[src/psx_pkg.sv]
/*
 Package for the status word execution and exception fields block.
 Holds register offsets, field positions, reset values and encodings.
 Assumes a 32-bit APB register bus.
*/
package psx_pkg;

    // Register offsets (byte addresses)
    localparam logic [11:0] PSX_OFF_COMBINED = 12'h000;  // program_status_view
    localparam logic [11:0] PSX_OFF_EXEC     = 12'h004;  // execution_status_view
    localparam logic [11:0] PSX_OFF_EXCNUM   = 12'h008;  // exception_number_view
    localparam logic [11:0] PSX_OFF_CTRL     = 12'h00C;  // sticky fault status

    // Field positions
    localparam int PSX_ISTATE_BIT = 24;
    localparam int PSX_HI_LSB     = 25;
    localparam int PSX_LO_LSB     = 10;
    localparam int PSX_VEC_ISTATE = 0;

    // Reset values
    localparam logic [6:0] PSX_EXCNUM_RST = 7'h00;
    localparam logic [7:0] PSX_BLOCK_RST  = 8'h00;
    localparam logic       PSX_ISTATE_RST = 1'b1;

    // Exception number encodings
    localparam logic [6:0] PSX_EXC_THREAD = 7'h00;
    localparam logic [6:0] PSX_EXC_NMI    = 7'h02;
    localparam logic [6:0] PSX_EXC_FLT_LO = 7'h03;
    localparam logic [6:0] PSX_EXC_FLT_HI = 7'h06;
    localparam logic [6:0] PSX_EXC_SVC    = 7'h0B;
    localparam logic [6:0] PSX_EXC_PSV    = 7'h0E;
    localparam logic [6:0] PSX_EXC_TICK   = 7'h0F;
    localparam logic [6:0] PSX_EXC_IRQ_LO = 7'h10;
    localparam logic [6:0] PSX_EXC_IRQ_HI = 7'h3F;
    localparam logic [6:0] PSX_EXC_HARD   = 7'h03;

    // Execution-state kind
    typedef enum logic [1:0] {
        PSX_ST_NONE = 2'b00,
        PSX_ST_SUSP = 2'b01,
        PSX_ST_COND = 2'b10
    } psx_kind_t;

    // Legal exception number check
    function automatic logic psx_exc_legal(input logic [6:0] n);
        psx_exc_legal = (n == PSX_EXC_THREAD) || (n == PSX_EXC_NMI)
                     || (n >= PSX_EXC_FLT_LO && n <= PSX_EXC_FLT_HI)
                     || (n == PSX_EXC_SVC) || (n == PSX_EXC_PSV) || (n == PSX_EXC_TICK)
                     || (n >= PSX_EXC_IRQ_LO && n <= PSX_EXC_IRQ_HI);
    endfunction

endpackage

[src/psx_view_if.sv]
/*
 Interface carrying the assembled status fields from the core to the read mux.
 Assumes a single clock domain; pure wires.
*/
`timescale 1ns/1ps
interface psx_view_if;
    logic       istate;
    logic [7:0] blk;
    logic [6:0] excnum;
    logic       fault;
    modport core (output istate, output blk, output excnum, output fault);
    modport view (input istate, input blk, input excnum, input fault);
endinterface

[src/psx_rdmux.sv]
/*
 Read-data assembly for the status views over APB.
 Assumes fields arrive from the core through psx_view_if.
*/
`timescale 1ns/1ps
module psx_rdmux
    import psx_pkg::*;
(
    // Field source
    psx_view_if.view          vw,
    // Address
    input  wire logic [11:0]  addr,
    // Read word
    output logic [31:0]       rdata,
    output logic              hit
);

    // Views; reserved 23:16 and 9:7 stay zero, istate only in combined/exec
    always_comb
    begin
        rdata = 32'h0000_0000;
        hit   = 1'b1;
        case (addr)
            PSX_OFF_COMBINED, PSX_OFF_EXEC:
            begin
                rdata[PSX_ISTATE_BIT]             = vw.istate;
                rdata[PSX_HI_LSB +: 2]            = vw.blk[1:0];
                rdata[PSX_LO_LSB +: 6]            = vw.blk[7:2];
                if (addr == PSX_OFF_COMBINED)
                    rdata[6:0] = vw.excnum;
            end
            PSX_OFF_EXCNUM: rdata[6:0] = vw.excnum;
            PSX_OFF_CTRL:   rdata[0]   = vw.fault;
            default:        hit = 1'b0;
        endcase
    end

endmodule

[src/psx_status.sv]
/*
 Execution-state and exception-number fields of the program status word.
 Assumes the core sequencer gives one-cycle event pulses and an APB master.
*/
// Behaviour
// - Exchange branches load istate from target
// - Exception return reloads istate from stacked word
// - Entry or reset loads istate from vector
// - Executing with istate clear raises fault/lockup
// - Bits 23:16, 9:7 reserved, read zero
// - Bits 15:10, 26:25 hold block state
// - Interrupted multi-transfer records next register
// - Resume transfer at recorded register, in thread mode only
// - Suspended state keeps 11:10, 26:25 zero
// - Up to four conditional instructions tracked
// - Conditions are base or its inverse
// - Bits 6:0 report exception number in combined/excnum views, read zero in exec view
// - istate shown only in combined/exec views
`timescale 1ns/1ps
module psx_status
    import psx_pkg::*;
(
    // Clock and reset
    input  wire logic        clk_sys,
    input  wire logic        rst_b,
    // APB slave
    input  wire logic        psel,
    input  wire logic        penable,
    input  wire logic        pwrite,
    input  wire logic [11:0] paddr,
    input  wire logic [31:0] pwdata,
    output logic [31:0]      prdata,
    output logic             pready,
    output logic             pslverr,
    // Branch with exchange
    input  wire logic        xchg_branch,
    input  wire logic [31:0] xchg_target,
    // Exception entry and return
    input  wire logic        exc_entry,
    input  wire logic [6:0]  exc_entry_num,
    input  wire logic [31:0] vector_value,
    input  wire logic        exc_return,
    input  wire logic [31:0] stacked_status,
    input  wire logic [6:0]  exc_return_num,
    // Multi-register transfer
    input  wire logic        xfer_interrupt,
    input  wire logic [3:0]  xfer_next_reg,
    input  wire logic        xfer_resume_req,
    // Conditional block
    input  wire logic        cond_prefix,
    input  wire logic [7:0]  cond_prefix_bits,
    input  wire logic        instr_retire,
    // Execution request and outcome
    input  wire logic        instr_issue,
    output logic             exec_allow,
    output logic             fault_req,
    output logic             lockup,
    output logic             resume_valid,
    output logic [3:0]       resume_reg,
    output logic             cond_active,
    output logic [3:0]       cond_code
);

    // State of the block
    typedef struct packed {
        logic        istate;
        psx_kind_t   kind;
        logic [7:0]  blk;
        logic [6:0]  excnum;
        logic        fault;
        logic        lock;
        logic        resume;
        logic [3:0]  rreg;
        logic        boot;
        logic [31:0] rdata;
    } psx_state_t;

    psx_state_t st_r;
    psx_state_t st_nxt;

    psx_view_if vw ();
    logic [31:0] mux_rdata;
    logic        mux_hit;

    assign vw.istate = st_r.istate;
    assign vw.blk    = st_r.blk;
    assign vw.excnum = st_r.excnum;
    assign vw.fault  = st_r.fault;

    psx_rdmux u_rdmux (
        .vw    (vw),
        .addr  (paddr),
        .rdata (mux_rdata),
        .hit   (mux_hit)
    );

    // Access phase completes at once; no wait states
    assign pready  = 1'b1;
    assign pslverr = psel && penable && !mux_hit;
    assign prdata  = st_r.rdata;

    // Block-state condition: base in 7:5, mask in 4:0 with low bit of cond from blk[4]
    function automatic logic [7:0] psx_cond_advance(input logic [7:0] b);
        if (b[3:0] == 4'h8 || b[3:0] == 4'h0)
            psx_cond_advance = 8'h00;
        else
            psx_cond_advance = {b[7:5], b[4:0] << 1};
    endfunction

    // Next-state logic
    always_comb
    begin
        st_nxt = st_r;
        // Read data latched in setup so it is stable in the access phase
        if (psel && !penable && !pwrite)
            st_nxt.rdata = mux_rdata;
        // Writes to all views are ignored: fields are hardware-owned
        // Clearing the sticky fault bit is the only writable control
        if (psel && penable && pwrite && paddr == PSX_OFF_CTRL && pwdata[0])
            st_nxt.fault = 1'b0;
        // First cycle after reset: fetch istate from vector bit 0
        if (st_r.boot)
        begin
            st_nxt.boot   = 1'b0;
            st_nxt.istate = vector_value[PSX_VEC_ISTATE];
        end
        // Execute attempt with istate clear faults, or locks if already at hard fault or NMI
        st_nxt.resume = 1'b0;
        if (instr_issue && !st_r.istate && !st_r.lock)
        begin
            if (st_r.excnum == PSX_EXC_HARD || st_r.excnum == PSX_EXC_NMI)
                st_nxt.lock = 1'b1;
            else
                st_nxt.fault = 1'b1;
        end
        else if (instr_retire && st_r.kind == PSX_ST_COND)
        begin
            st_nxt.blk = psx_cond_advance(st_r.blk);
            if (psx_cond_advance(st_r.blk) == 8'h00)
                st_nxt.kind = PSX_ST_NONE;
        end
        // Conditional prefix opens a block of up to four instructions
        if (cond_prefix)
        begin
            st_nxt.kind = PSX_ST_COND;
            st_nxt.blk  = cond_prefix_bits;
        end
        // Interrupted multi-transfer: record next register, low bits zero
        if (xfer_interrupt)
        begin
            st_nxt.kind = PSX_ST_SUSP;
            st_nxt.blk  = {xfer_next_reg, 2'b00, 2'b00};
        end
        // Resume the suspended transfer at the recorded register, only when in thread mode
        if (xfer_resume_req && st_r.kind == PSX_ST_SUSP && st_r.excnum == PSX_EXC_THREAD)
        begin
            st_nxt.resume = 1'b1;
            st_nxt.rreg   = st_r.blk[7:4];
            st_nxt.kind   = PSX_ST_NONE;
            st_nxt.blk    = PSX_BLOCK_RST;
        end
        // Exchange branches take istate from target bit 0
        if (xchg_branch)
            st_nxt.istate = xchg_target[0];
        // Exception entry: istate from vector, new number only if it is legal
        if (exc_entry)
        begin
            st_nxt.istate = vector_value[PSX_VEC_ISTATE];
            if (psx_exc_legal(exc_entry_num))
                st_nxt.excnum = exc_entry_num;
        end
        // Exception return: restore istate and execution state from stacked word
        if (exc_return)
        begin
            st_nxt.istate = stacked_status[PSX_ISTATE_BIT];
            st_nxt.blk    = {stacked_status[PSX_LO_LSB +: 6],
                             stacked_status[PSX_HI_LSB +: 2]};
            if (stacked_status[PSX_HI_LSB +: 2] == 2'b00
                && stacked_status[PSX_LO_LSB +: 2] == 2'b00
                && stacked_status[PSX_LO_LSB + 2 +: 4] != 4'h0)
                st_nxt.kind = PSX_ST_SUSP;
            else if (stacked_status[PSX_LO_LSB +: 6] != 6'h00
                     || stacked_status[PSX_HI_LSB +: 2] != 2'b00)
                st_nxt.kind = PSX_ST_COND;
            else
                st_nxt.kind = PSX_ST_NONE;
            if (psx_exc_legal(exc_return_num))
                st_nxt.excnum = exc_return_num;
        end
    end

    // State register
    always_ff @(posedge clk_sys or negedge rst_b)
    begin
        if (!rst_b)
        begin
            st_r        <= '0;
            st_r.istate <= PSX_ISTATE_RST;
            st_r.excnum <= PSX_EXCNUM_RST;
            st_r.blk    <= PSX_BLOCK_RST;
            st_r.kind   <= PSX_ST_NONE;
            st_r.boot   <= 1'b1;
        end
        else
        begin
            st_r <= st_nxt;
        end
    end

    // Outputs
    assign exec_allow   = st_r.istate && !st_r.lock;
    assign fault_req    = st_r.fault;
    assign lockup       = st_r.lock;
    assign resume_valid = st_r.resume;
    assign resume_reg   = st_r.rreg;
    assign cond_active  = (st_r.kind == PSX_ST_COND);
    // Condition is base with low bit from the mask's top: base or its inverse
    assign cond_code    = {st_r.blk[7:5], st_r.blk[4]};

    // Assertions
    AST_XCHG: assert property (@(posedge clk_sys) disable iff (!rst_b)
        xchg_branch && !exc_entry && !exc_return |=> st_r.istate == $past(xchg_target[0]))
        else $error("istate not loaded from branch target");
    AST_RET: assert property (@(posedge clk_sys) disable iff (!rst_b)
        exc_return |=> st_r.istate == $past(stacked_status[24]))
        else $error("istate not restored on return");
    AST_ENTRY: assert property (@(posedge clk_sys) disable iff (!rst_b)
        exc_entry && !exc_return |=> st_r.istate == $past(vector_value[0]))
        else $error("istate not loaded from vector");
    AST_FAULT: assert property (@(posedge clk_sys) disable iff (!rst_b)
        instr_issue && !st_r.istate |=> fault_req || lockup)
        else $error("no fault on clear istate");
    AST_RSVD: assert property (@(posedge clk_sys) disable iff (!rst_b)
        psel && penable && !pwrite |-> prdata[23:16] == 8'h00 && prdata[9:7] == 3'h0)
        else $error("reserved bits not zero");
    AST_SUSP: assert property (@(posedge clk_sys) disable iff (!rst_b)
        xfer_interrupt && !xfer_resume_req && !exc_return
        |=> st_r.blk[7:4] == $past(xfer_next_reg))
        else $error("next register not recorded");
    AST_RESUME: assert property (@(posedge clk_sys) disable iff (!rst_b)
        resume_valid |-> resume_reg == $past(st_r.blk[7:4]))
        else $error("resume register wrong");
    AST_ZERO: assert property (@(posedge clk_sys) disable iff (!rst_b)
        st_r.kind == PSX_ST_SUSP |-> st_r.blk[3:0] == 4'h0)
        else $error("suspended state low bits nonzero");
    AST_EXCNUM: assert property (@(posedge clk_sys) disable iff (!rst_b)
        psx_exc_legal(st_r.excnum))
        else $error("illegal exception number");
    AST_WRIGN: assert property (@(posedge clk_sys) disable iff (!rst_b)
        psel && penable && pwrite && !exc_entry && !exc_return |=> $stable(st_r.excnum))
        else $error("write changed exception number");
    // An entry with a reserved number keeps the current number
    AST_EXCKEEP: assert property (@(posedge clk_sys) disable iff (!rst_b)
        exc_entry && !exc_return && !psx_exc_legal(exc_entry_num) |=> $stable(st_r.excnum))
        else $error("reserved exception number taken");
    // Lockup is left only through reset
    AST_LOCK: assert property (@(posedge clk_sys) disable iff (!rst_b)
        lockup |=> lockup)
        else $error("lockup released without reset");
    // Retiring the last instruction of a block closes it
    AST_CONDEND: assert property (@(posedge clk_sys) disable iff (!rst_b)
        cond_active && instr_retire && st_r.blk[2:0] == 3'b000 && !instr_issue
        && !cond_prefix && !xfer_interrupt && !exc_return |=> !cond_active)
        else $error("conditional block not closed");

endmodule

[config.mk]
export PLATFORM = sky130hd
export DESIGN_NAME = psx_status
export DESIGN_NICKNAME = d
export VERILOG_FILES = /design/src/psx_pkg.sv /design/src/psx_view_if.sv /design/src/psx_rdmux.sv /design/src/psx_status.sv
export SDC_FILE = /design/constraint.sdc
export NUM_CORES = 1
export LEC_CHECK = 0
export BUFFER_PORTS_ARGS = -buffer_cell sky130_fd_sc_hd__clkbuf_2
export CAP_MARGIN = 40
export CORE_ASPECT_RATIO = 1.2
export CORE_MARGIN = 10
export CORE_UTILIZATION = 30
export DETAILED_ROUTE_END_ITERATION = 10
export GPL_ROUTABILITY_DRIVEN = 0
export RECOVER_POWER = 50
export SETUP_SLACK_MARGIN = 0.5
export SLEW_MARGIN = 20
export SYNTH_ARGS = -nofsm -noshare
export SYNTH_HDL_FRONTEND = slang
export SYNTH_HIERARCHICAL = 1
export SYNTH_SLANG_ARGS = --single-unit
[constraint.sdc]
create_clock -name clk_sys -period 5.9 [get_ports clk_sys]
set_input_delay 0.59 -clock clk_sys [delete_from_list [all_inputs] [get_ports clk_sys]]
set_output_delay 0.59 -clock clk_sys [all_outputs]
set_load 0.02 [all_outputs]
# Word level (Yosys, flattened, before mapping)

Index checks and enable logic that the tools add are counted.
Widths: inputs -> output; s select.

RAM bits: 0
Memories kept: 0
Logic and storage cells: 122
Bits in latches: 0
Output and inout port bits: 47
Input bits: 179
Bits in registers: 42
Bits in read-only memories: 0

Divide/modulo/power cells: 0
$lt $le $gt $ge: 8
Add/subtract/negate cells: 0
Eq/ne operators: 17
Bitwise logic cells: 0
Mux-type cells: 29
Shifts and indexed selects: 0
$mul: 0
Reductions and logical operators: 58

Operators by type and width:

| kind                | number |
|---|---|
| $mux 10             | 5 |
| $eq 7x4->1 const B  | 6 |
| $eq 7x2->1 const B  | 4 |
| $mux 7              | 4 |
| $eq 12x4->1 const B | 2 |
| $mux 8              | 3 |
| $logic_not 7->1     | 3 |
| $logic_and 1x1->1   | 19 |
| $mux 18             | 1 |
| $logic_or 1x1->1    | 15 |
| $ge 7x2->1 const B  | 2 |
| $ge 7x5->1 const B  | 2 |
| $le 7x3->1 const B  | 2 |
| $le 7x6->1 const B  | 2 |
| $eq 12x3->1 const B | 1 |
| $logic_not 12->1    | 1 |
| $pmux 6 s2          | 1 |
| $reduce_bool 5->1   | 2 |
| $logic_not 8->1     | 1 |
| $mux 2              | 4 |
| $reduce_bool 4->1   | 2 |
| $mux 1              | 7 |
| $mux 6              | 1 |
| $reduce_bool 6->1   | 1 |
| other kinds (15)    | 21 |

# Depth between registers and ports, before layout

Gate-level depths: netlist of the first run.

Depth in word-level cells: 13
Gate-level depth with buffers: 5
Depth with buffers taken out: 4

# By module

Netlist of the first run, hierarchy kept.

Modules (own cells, without submodules):

| module     | instances | sequential area each (um^2) | cells an instance | area each (um^2) |
|---|---|---|---|---|
| psx_status | 1         | 1453.9                      | 279               | 3139.3 |
| psx_rdmux  | 1         | 0.0                         | 61                | 484.2 |

# Least setup slack after synthesis of the first run

No wires, ideal clock.

Kind: input to output
Start: input port paddr[9]
End: output port pslverr
Stages on the path: 5
Data arrival time: 1.665 ns
Data required time: 5.310 ns
Path slack: 3.645 ns
Path buffers: 2
Cell sequence: or4_4 buf_6 buf_12 nor3_1 nor2_1

Word-level cells in the longest chain between the ends: 5

RTL lines:

| what                                 | RTL line         | text |
|---|---|---|
| start: declaration                   | psx_status.sv:30 | `input wire logic [11:0] paddr,` |
| $eq 12x4->1 (tied with other cells)  | psx_rdmux.sv:23  | `case (addr)` |
| $reduce_or 4->1 (no source line) (*) | n/a              |  |
| $mux 1 (*)                           | psx_rdmux.sv:23  |  |
| named net mux_hit                    | psx_status.sv:83 | `logic mux_hit;` |
| $logic_not 1->1 (*)                  | psx_status.sv:99 | `assign pslverr = psel && penable && !mux_hit;` |
| $logic_and 1x1->1 (*)                | psx_status.sv:99 |  |
| end: declaration                     | psx_status.sv:34 | `output logic pslverr,` |

The timed path passes the listed nets; every way through them passes the cells marked *.

==> metrics, run 1 <==
Worst Setup End Kind asynchronous set/reset pin; status complete, but fails checks; Placed Instances 549; crit share post-route 53.7%; Net count, final 583; Resize count post-CTS 0; CP startpoint kind input pin; FF+latch count, synth 58; max-cap violation count 2; Worst slew margin -56.2%; first-pass GRT wire length 15300 um; drt via density 4.78; EDFF count, synth 0; vias after detailed routing 2708; syn_area_per_cell 10.7 sq um; largest net degree at the start of global routing 59; reg-to-reg slack, setup 3.80 ns; Async SR Flop Fraction 100%; top_reg_cell synth dfrtp_1; hold_buf cts 0; Hold Fails Final Rpt 0; share of post-route cells with drive strength above 1 41.3%; Root Buffer clkbuf_16; Core Area 0.0117 sq mm; Synth Cell Area 0.00362 sq mm; FP Rows 43; drt drc 0; Inserted Clock Buffers 9; final cell count without fillers 566; crit-path max FO 42; # setup viols final 0; Die Wd 120 um; diode count 0; top post-synthesis cells by area dfrtp_1 39%, mux2_2 14%, buf_4 12%; buffers added on ports 108; pwr dens 282 mW/mm^2; Synth cell types 55; RSZ-0062 raised after global routing false; first drt pass iteration count 4; DRT iter0 DRCs 132; setup TNS 0 ns; dpl hpwl 7390 um; latest clock arrival within the worst-skew pair 0.32 ns; Post-CTS Setup Bufs 0; FF/Latch Area 0.00145 sq mm; kind of critical path in -> async; CTS tree done; Multi-input gate area 0.00166 sq mm; FILL cells 1248; routed len/inst 16.6 um; clock slew at reported path FFs 0.05 ns; Die Y 140 um; Hold/Removal Path Class in -> async; Least-Margin Pin Slew 2.34 ns; Setup Skew 0.00418 ns; CTS HTree Levels 3; initial antenna violation count 0; post-layout min period 3.17 ns; VDD IR max 0.0000966 V; Routed Antenna Nets 0; leading area contributor after synthesis dfrtp_1; Pleak 1.90 nW; Max Clk Rate 0.315 GHz; GRT Residual Overflow 0; post-synth top area share 38.7%; Synth Instances 340; Ports 226; Die Footprint 0.0169 sq mm; Initial Util 31.0%; final wirelength 9390 um; Ys Warns 6; Seq/Total Area, Yosys 40.1%; max reg flops 32; area grow syn2layout 14.9%; CP required 5.84 ns; CTS max path bufs 2; Final Max Slew Viols 76; Tot GR Track Use 11.4%; vias in the first global route 2947; clock sinks 58; CP Data Arrival Time 3.11 ns; failing checks max-capacitance violations, max-slew violations; Total Power 1.17 mW
[cells in the mapped netlist, types with 3 or more instances]
cell and instances:
a21o_1 4, a311oi_1 3, a31oi_1 8, buf_2 3
buf_4 57, buf_6 3, clkbuf_1 9, conb_1 3
dfrtp_1 56, inv_1 7, mux2_2 45, mux2i_1 3
nand2_1 16, nand2b_1 19, nand3_1 4, nor2_1 8
nor2b_1 7, nor3b_1 4, nor4_1 7, nor4_2 9
o21ai_0 10, o41ai_1 9
[placed cells by master (no fill, tap or decap), types with 7 or more instances in the layout]
master	netlist	routed
nor4_1	7	7
inv_1	7	7
o21ai_0	10	10
nor2b_1	7	7
clkbuf_1	9	21
clkbuf_16	0	9
dfrtp_1	56	56
nand2_1	16	16
nor4_2	9	9
mux2_2	45	45
conb_1	3	18
o41ai_1	9	9
nand2b_1	19	19
a31oi_1	8	8
nor2_1	8	8
clkbuf_2	1	92
[per-layer routing]
layer,track usage (%),vias to the layer above,wire (um)
li1,-,1291,-
met1,12.3,1304,3700
met2,19.3,96,4810
met3,3.30,17,640
met4,6.55,0,233
met5,0,-,0
[layout make-up]
cell class / count / share of cell area [%]
clock buffers: 14 / 6.58
inverters: 7 / 0.631
clock inverters: 2 / 0.240
well taps: 157 / 4.72
repair buffers: 112 / 13.0
multi-input cells: 216 / 39.9
flip-flops and latches: 58 / 34.9
[metrics by stage]
step | setup WS [ns] | area [sq um] | hold WS [ns] | utilization (%)
after detailed placement | 3.25 | 3910 | 0.495 | 33.5
final | 2.73 | 4160 | 0.466 | 35.7
after global routing | 2.00 | 4160 | 0.512 | 35.7
after floorplan | 3.65 | 3680 | 0.294 | -
after CTS | 3.25 | 4200 | 0.460 | 35.9
after global placement | 3.21 | 3900 | 0.488 | 33.4
[critical path: stages]
cell and delay (ns):
clkbuf_2 0.07, clkbuf_1 0.68, clkbuf_1 1.72
[cells by family after synthesis]
group / count (synthesis) / share of synthesized area (%)
compound gates: 54 / 11.3
xor+xnor: 2 / 0.484
buf+inv: 81 / 15.5
flops: 58 / 40.1
mux: 48 / 14.8
other cells: 3 / 0.311
simple gates: 94 / 17.5
[final timing paths]
kind / end / from / cells after the start
worst max-delay path: prdata[22] / rst_b / 3
worst min-delay path: st_r[55] / rst_b / 2
worst max register to register: vw.blk[4] / vw.excnum[5] / 5
worst min register to register: prdata[31] / prdata[31] / 1
max in group clk_sys: pslverr / paddr[1] / 5
min in group clk_sys: vw.istate / stacked_status[24] / 3
[report_power, final]
group          internal (mW)  switching (mW)
sequential             0.440          0.0332
clock                  0.317           0.168
combinational         0.0882           0.128
Note: power is estimated with default switching activity, not from simulation.
==> inputs of run 2 (changes only) <==
==> constraint.sdc (replaced) <==
create_clock -name clk_sys -period 2.9 [get_ports clk_sys]
set_input_delay 0.29 -clock clk_sys [delete_from_list [all_inputs] [get_ports clk_sys]]
set_output_delay 0.29 -clock clk_sys [all_outputs]
set_load 0.02 [all_outputs]
==> run 2 against run 1 <==
Net effect: the run still ends with max-capacitance violations, max-slew violations left; clock-buffer cell count shrank 2; cell count is the same; die area is the same; first-iteration DRC count grew 20%; sequential share of layout area is essentially flat; routed wire length is essentially flat; non-clock buffer count grew 1; utilization is essentially flat; register-to-register slack lost 2.9 ns; clock skew grew 0.00075 ns; sequential power grew 100%; critical path type is now in -> reg; largest power group unchanged.
==> metrics, run 2 (synthesized netlist as in run 1, its figures left out) <==
Routed Antenna Nets 0; Multi-input gate area 0.00166 sq mm; CTS tree done; pwr dens 569 mW/mm^2; drt via density 4.70; share of post-route cells with drive strength above 1 41.3%; DRT iter0 DRCs 158; Net count, final 584; buffers added on ports 108; FF/Latch Area 0.00145 sq mm; clock sinks 58; Die Footprint 0.0169 sq mm; largest net degree at the start of global routing 39; Hold Slack 0.176 ns; VDD IR max 0.000219 V; Root Buffer clkbuf_16; clock slew at reported path FFs 0.05 ns; failing checks max-capacitance violations, max-slew violations; Final Max Slew Viols 33; dpl hpwl 7450 um; status complete, but fails checks; Worst slew margin -17.2%; post-layout min period 2.12 ns; latest clock arrival within the worst-skew pair 0.33 ns; Buf/Inv on CP 2; Die Y 140 um; first drt pass iteration count 4; # setup viols final 0; Core Area 0.0117 sq mm; commonest non-fill, non-tap cell in the layout clkbuf_2; RSZ-0062 raised after global routing false; kind of critical path in -> reg; final cell count without fillers 566; first-pass GRT wire length 15500 um; crit share post-route 73.0%; Die Wd 120 um; GRT Residual Overflow 0; Hold/Removal Path Class in -> reg; final wirelength 9380 um; Crit-path slowest cell clkbuf_1; vias after detailed routing 2663; Worst Setup End Kind flip-flop; Layout Utilization 35.6%; FILL cells 1249; routed len/inst 16.6 um; Total Power 2.37 mW; initial antenna violation count 0; Pleak 1.90 nW; CP required 3.10 ns; CTS max path bufs 2; max incr delay on CP 1.29 ns; drt drc 0; CP delay by family, top buffers and inverters; CP startpoint kind input pin; Ports 226; Resize count post-CTS 0; max-cap violation count 1; most frequent cells in the layout 91 x clkbuf_2, 56 x dfrtp_1, 45 x mux2_2; Max Clk Rate 0.473 GHz; max reg flops 32; FP Rows 43; crit-path most repeated cell clkbuf_1; area grow syn2layout 14.8%; worst path cell trace clkbuf_1, nor3b_1, clkbuf_1, mux2_2; crit-path max FO 32; Inserted Clock Buffers 9; vias in the first global route 2914; Placed Instances 550; Hold Fails Final Rpt 0; CP Data Arrival Time 2.32 ns; setup TNS 0 ns; Initial Util 31.0%; Tot GR Track Use 11.5%; diode count 0; CTS HTree Levels 3; Setup Skew 0.00492 ns; Least-Margin Pin Slew 1.76 ns
[run 2: cell types whose count changed in the layout (fill, tap and decap cells not counted), sizes merged]
cell / delta
dlygate4sd3: +1
clkbuf: -2
clkinv: +1
[run 2: metal layers]
layer	GRT usage, %	share of wire (%)	routed length, um
met5	0	0	0
met4	5.28	1.8	167
met2	19.1	51	4790
met1	12.9	40	3780
met3	3.98	6.8	642
[run 2: cell type report]
class,instances,share of cell area (%)
Multi-Input combinational cell,216,40.0
Sequential cell,58,34.9
Timing Repair Buffer,113,13.2
Clock buffer,12,6.17
Tap cell,157,4.72
Inverter,7,0.632
Clock inverter,3,0.361
[run 2: through the flow]
stage | area, sq um | setup slack, ns
2_1_floorplan | 3680 | 0.975
3_3_place_gp | 3920 | 0.861
3_5_place_dp | 3920 | 0.845
4_1_cts | 4200 | 0.844
5_1_grt | 4160 | 0.571
6_report | 4160 | 0.784
[run 2: worst register-to-register path: cells and delay by family, from the launching register on]
kind | cells | cell delay (ns)
AND/OR/NAND/NOR | 3 | 0.93
flip-flops | 1 | 0.42
multiplexers | 1 | 0.31
buffers and inverters | 1 | 0.27
[run 2: path summary, 6_finish.rpt]
check / from / to / slack [ns] / cells after the start
setup / recovery: penable / prdata[21] / 0.78 / 4
hold / removal: stacked_status[24] / vw.istate / 0.18 / 3
setup reg to reg: vw.excnum[5] / vw.blk[1] / 0.86 / 5
hold reg to reg: prdata[19] / prdata[19] / 0.50 / 1
max in group asynchronous: rst_b / prdata[31] / 1.44 / 3
min in group asynchronous: rst_b / resume_reg[3] / 0.28 / 2
[run 2: report_power, final]
part / total (mW) / internal [mW] / leakage, nW / switching [mW]
Clock: 0.965 / 0.614 / 0.138 / 0.351
Sequential: 0.963 / 0.894 / 0.730 / 0.0689
Combinational: 0.440 / 0.180 / 1.03 / 0.260
[run 2: repair_timing]
item | CTS | global route
setup buffers | 0 | 0
endpoints found under the hold margin | 18 | 0
hold buffers | 1 | 0
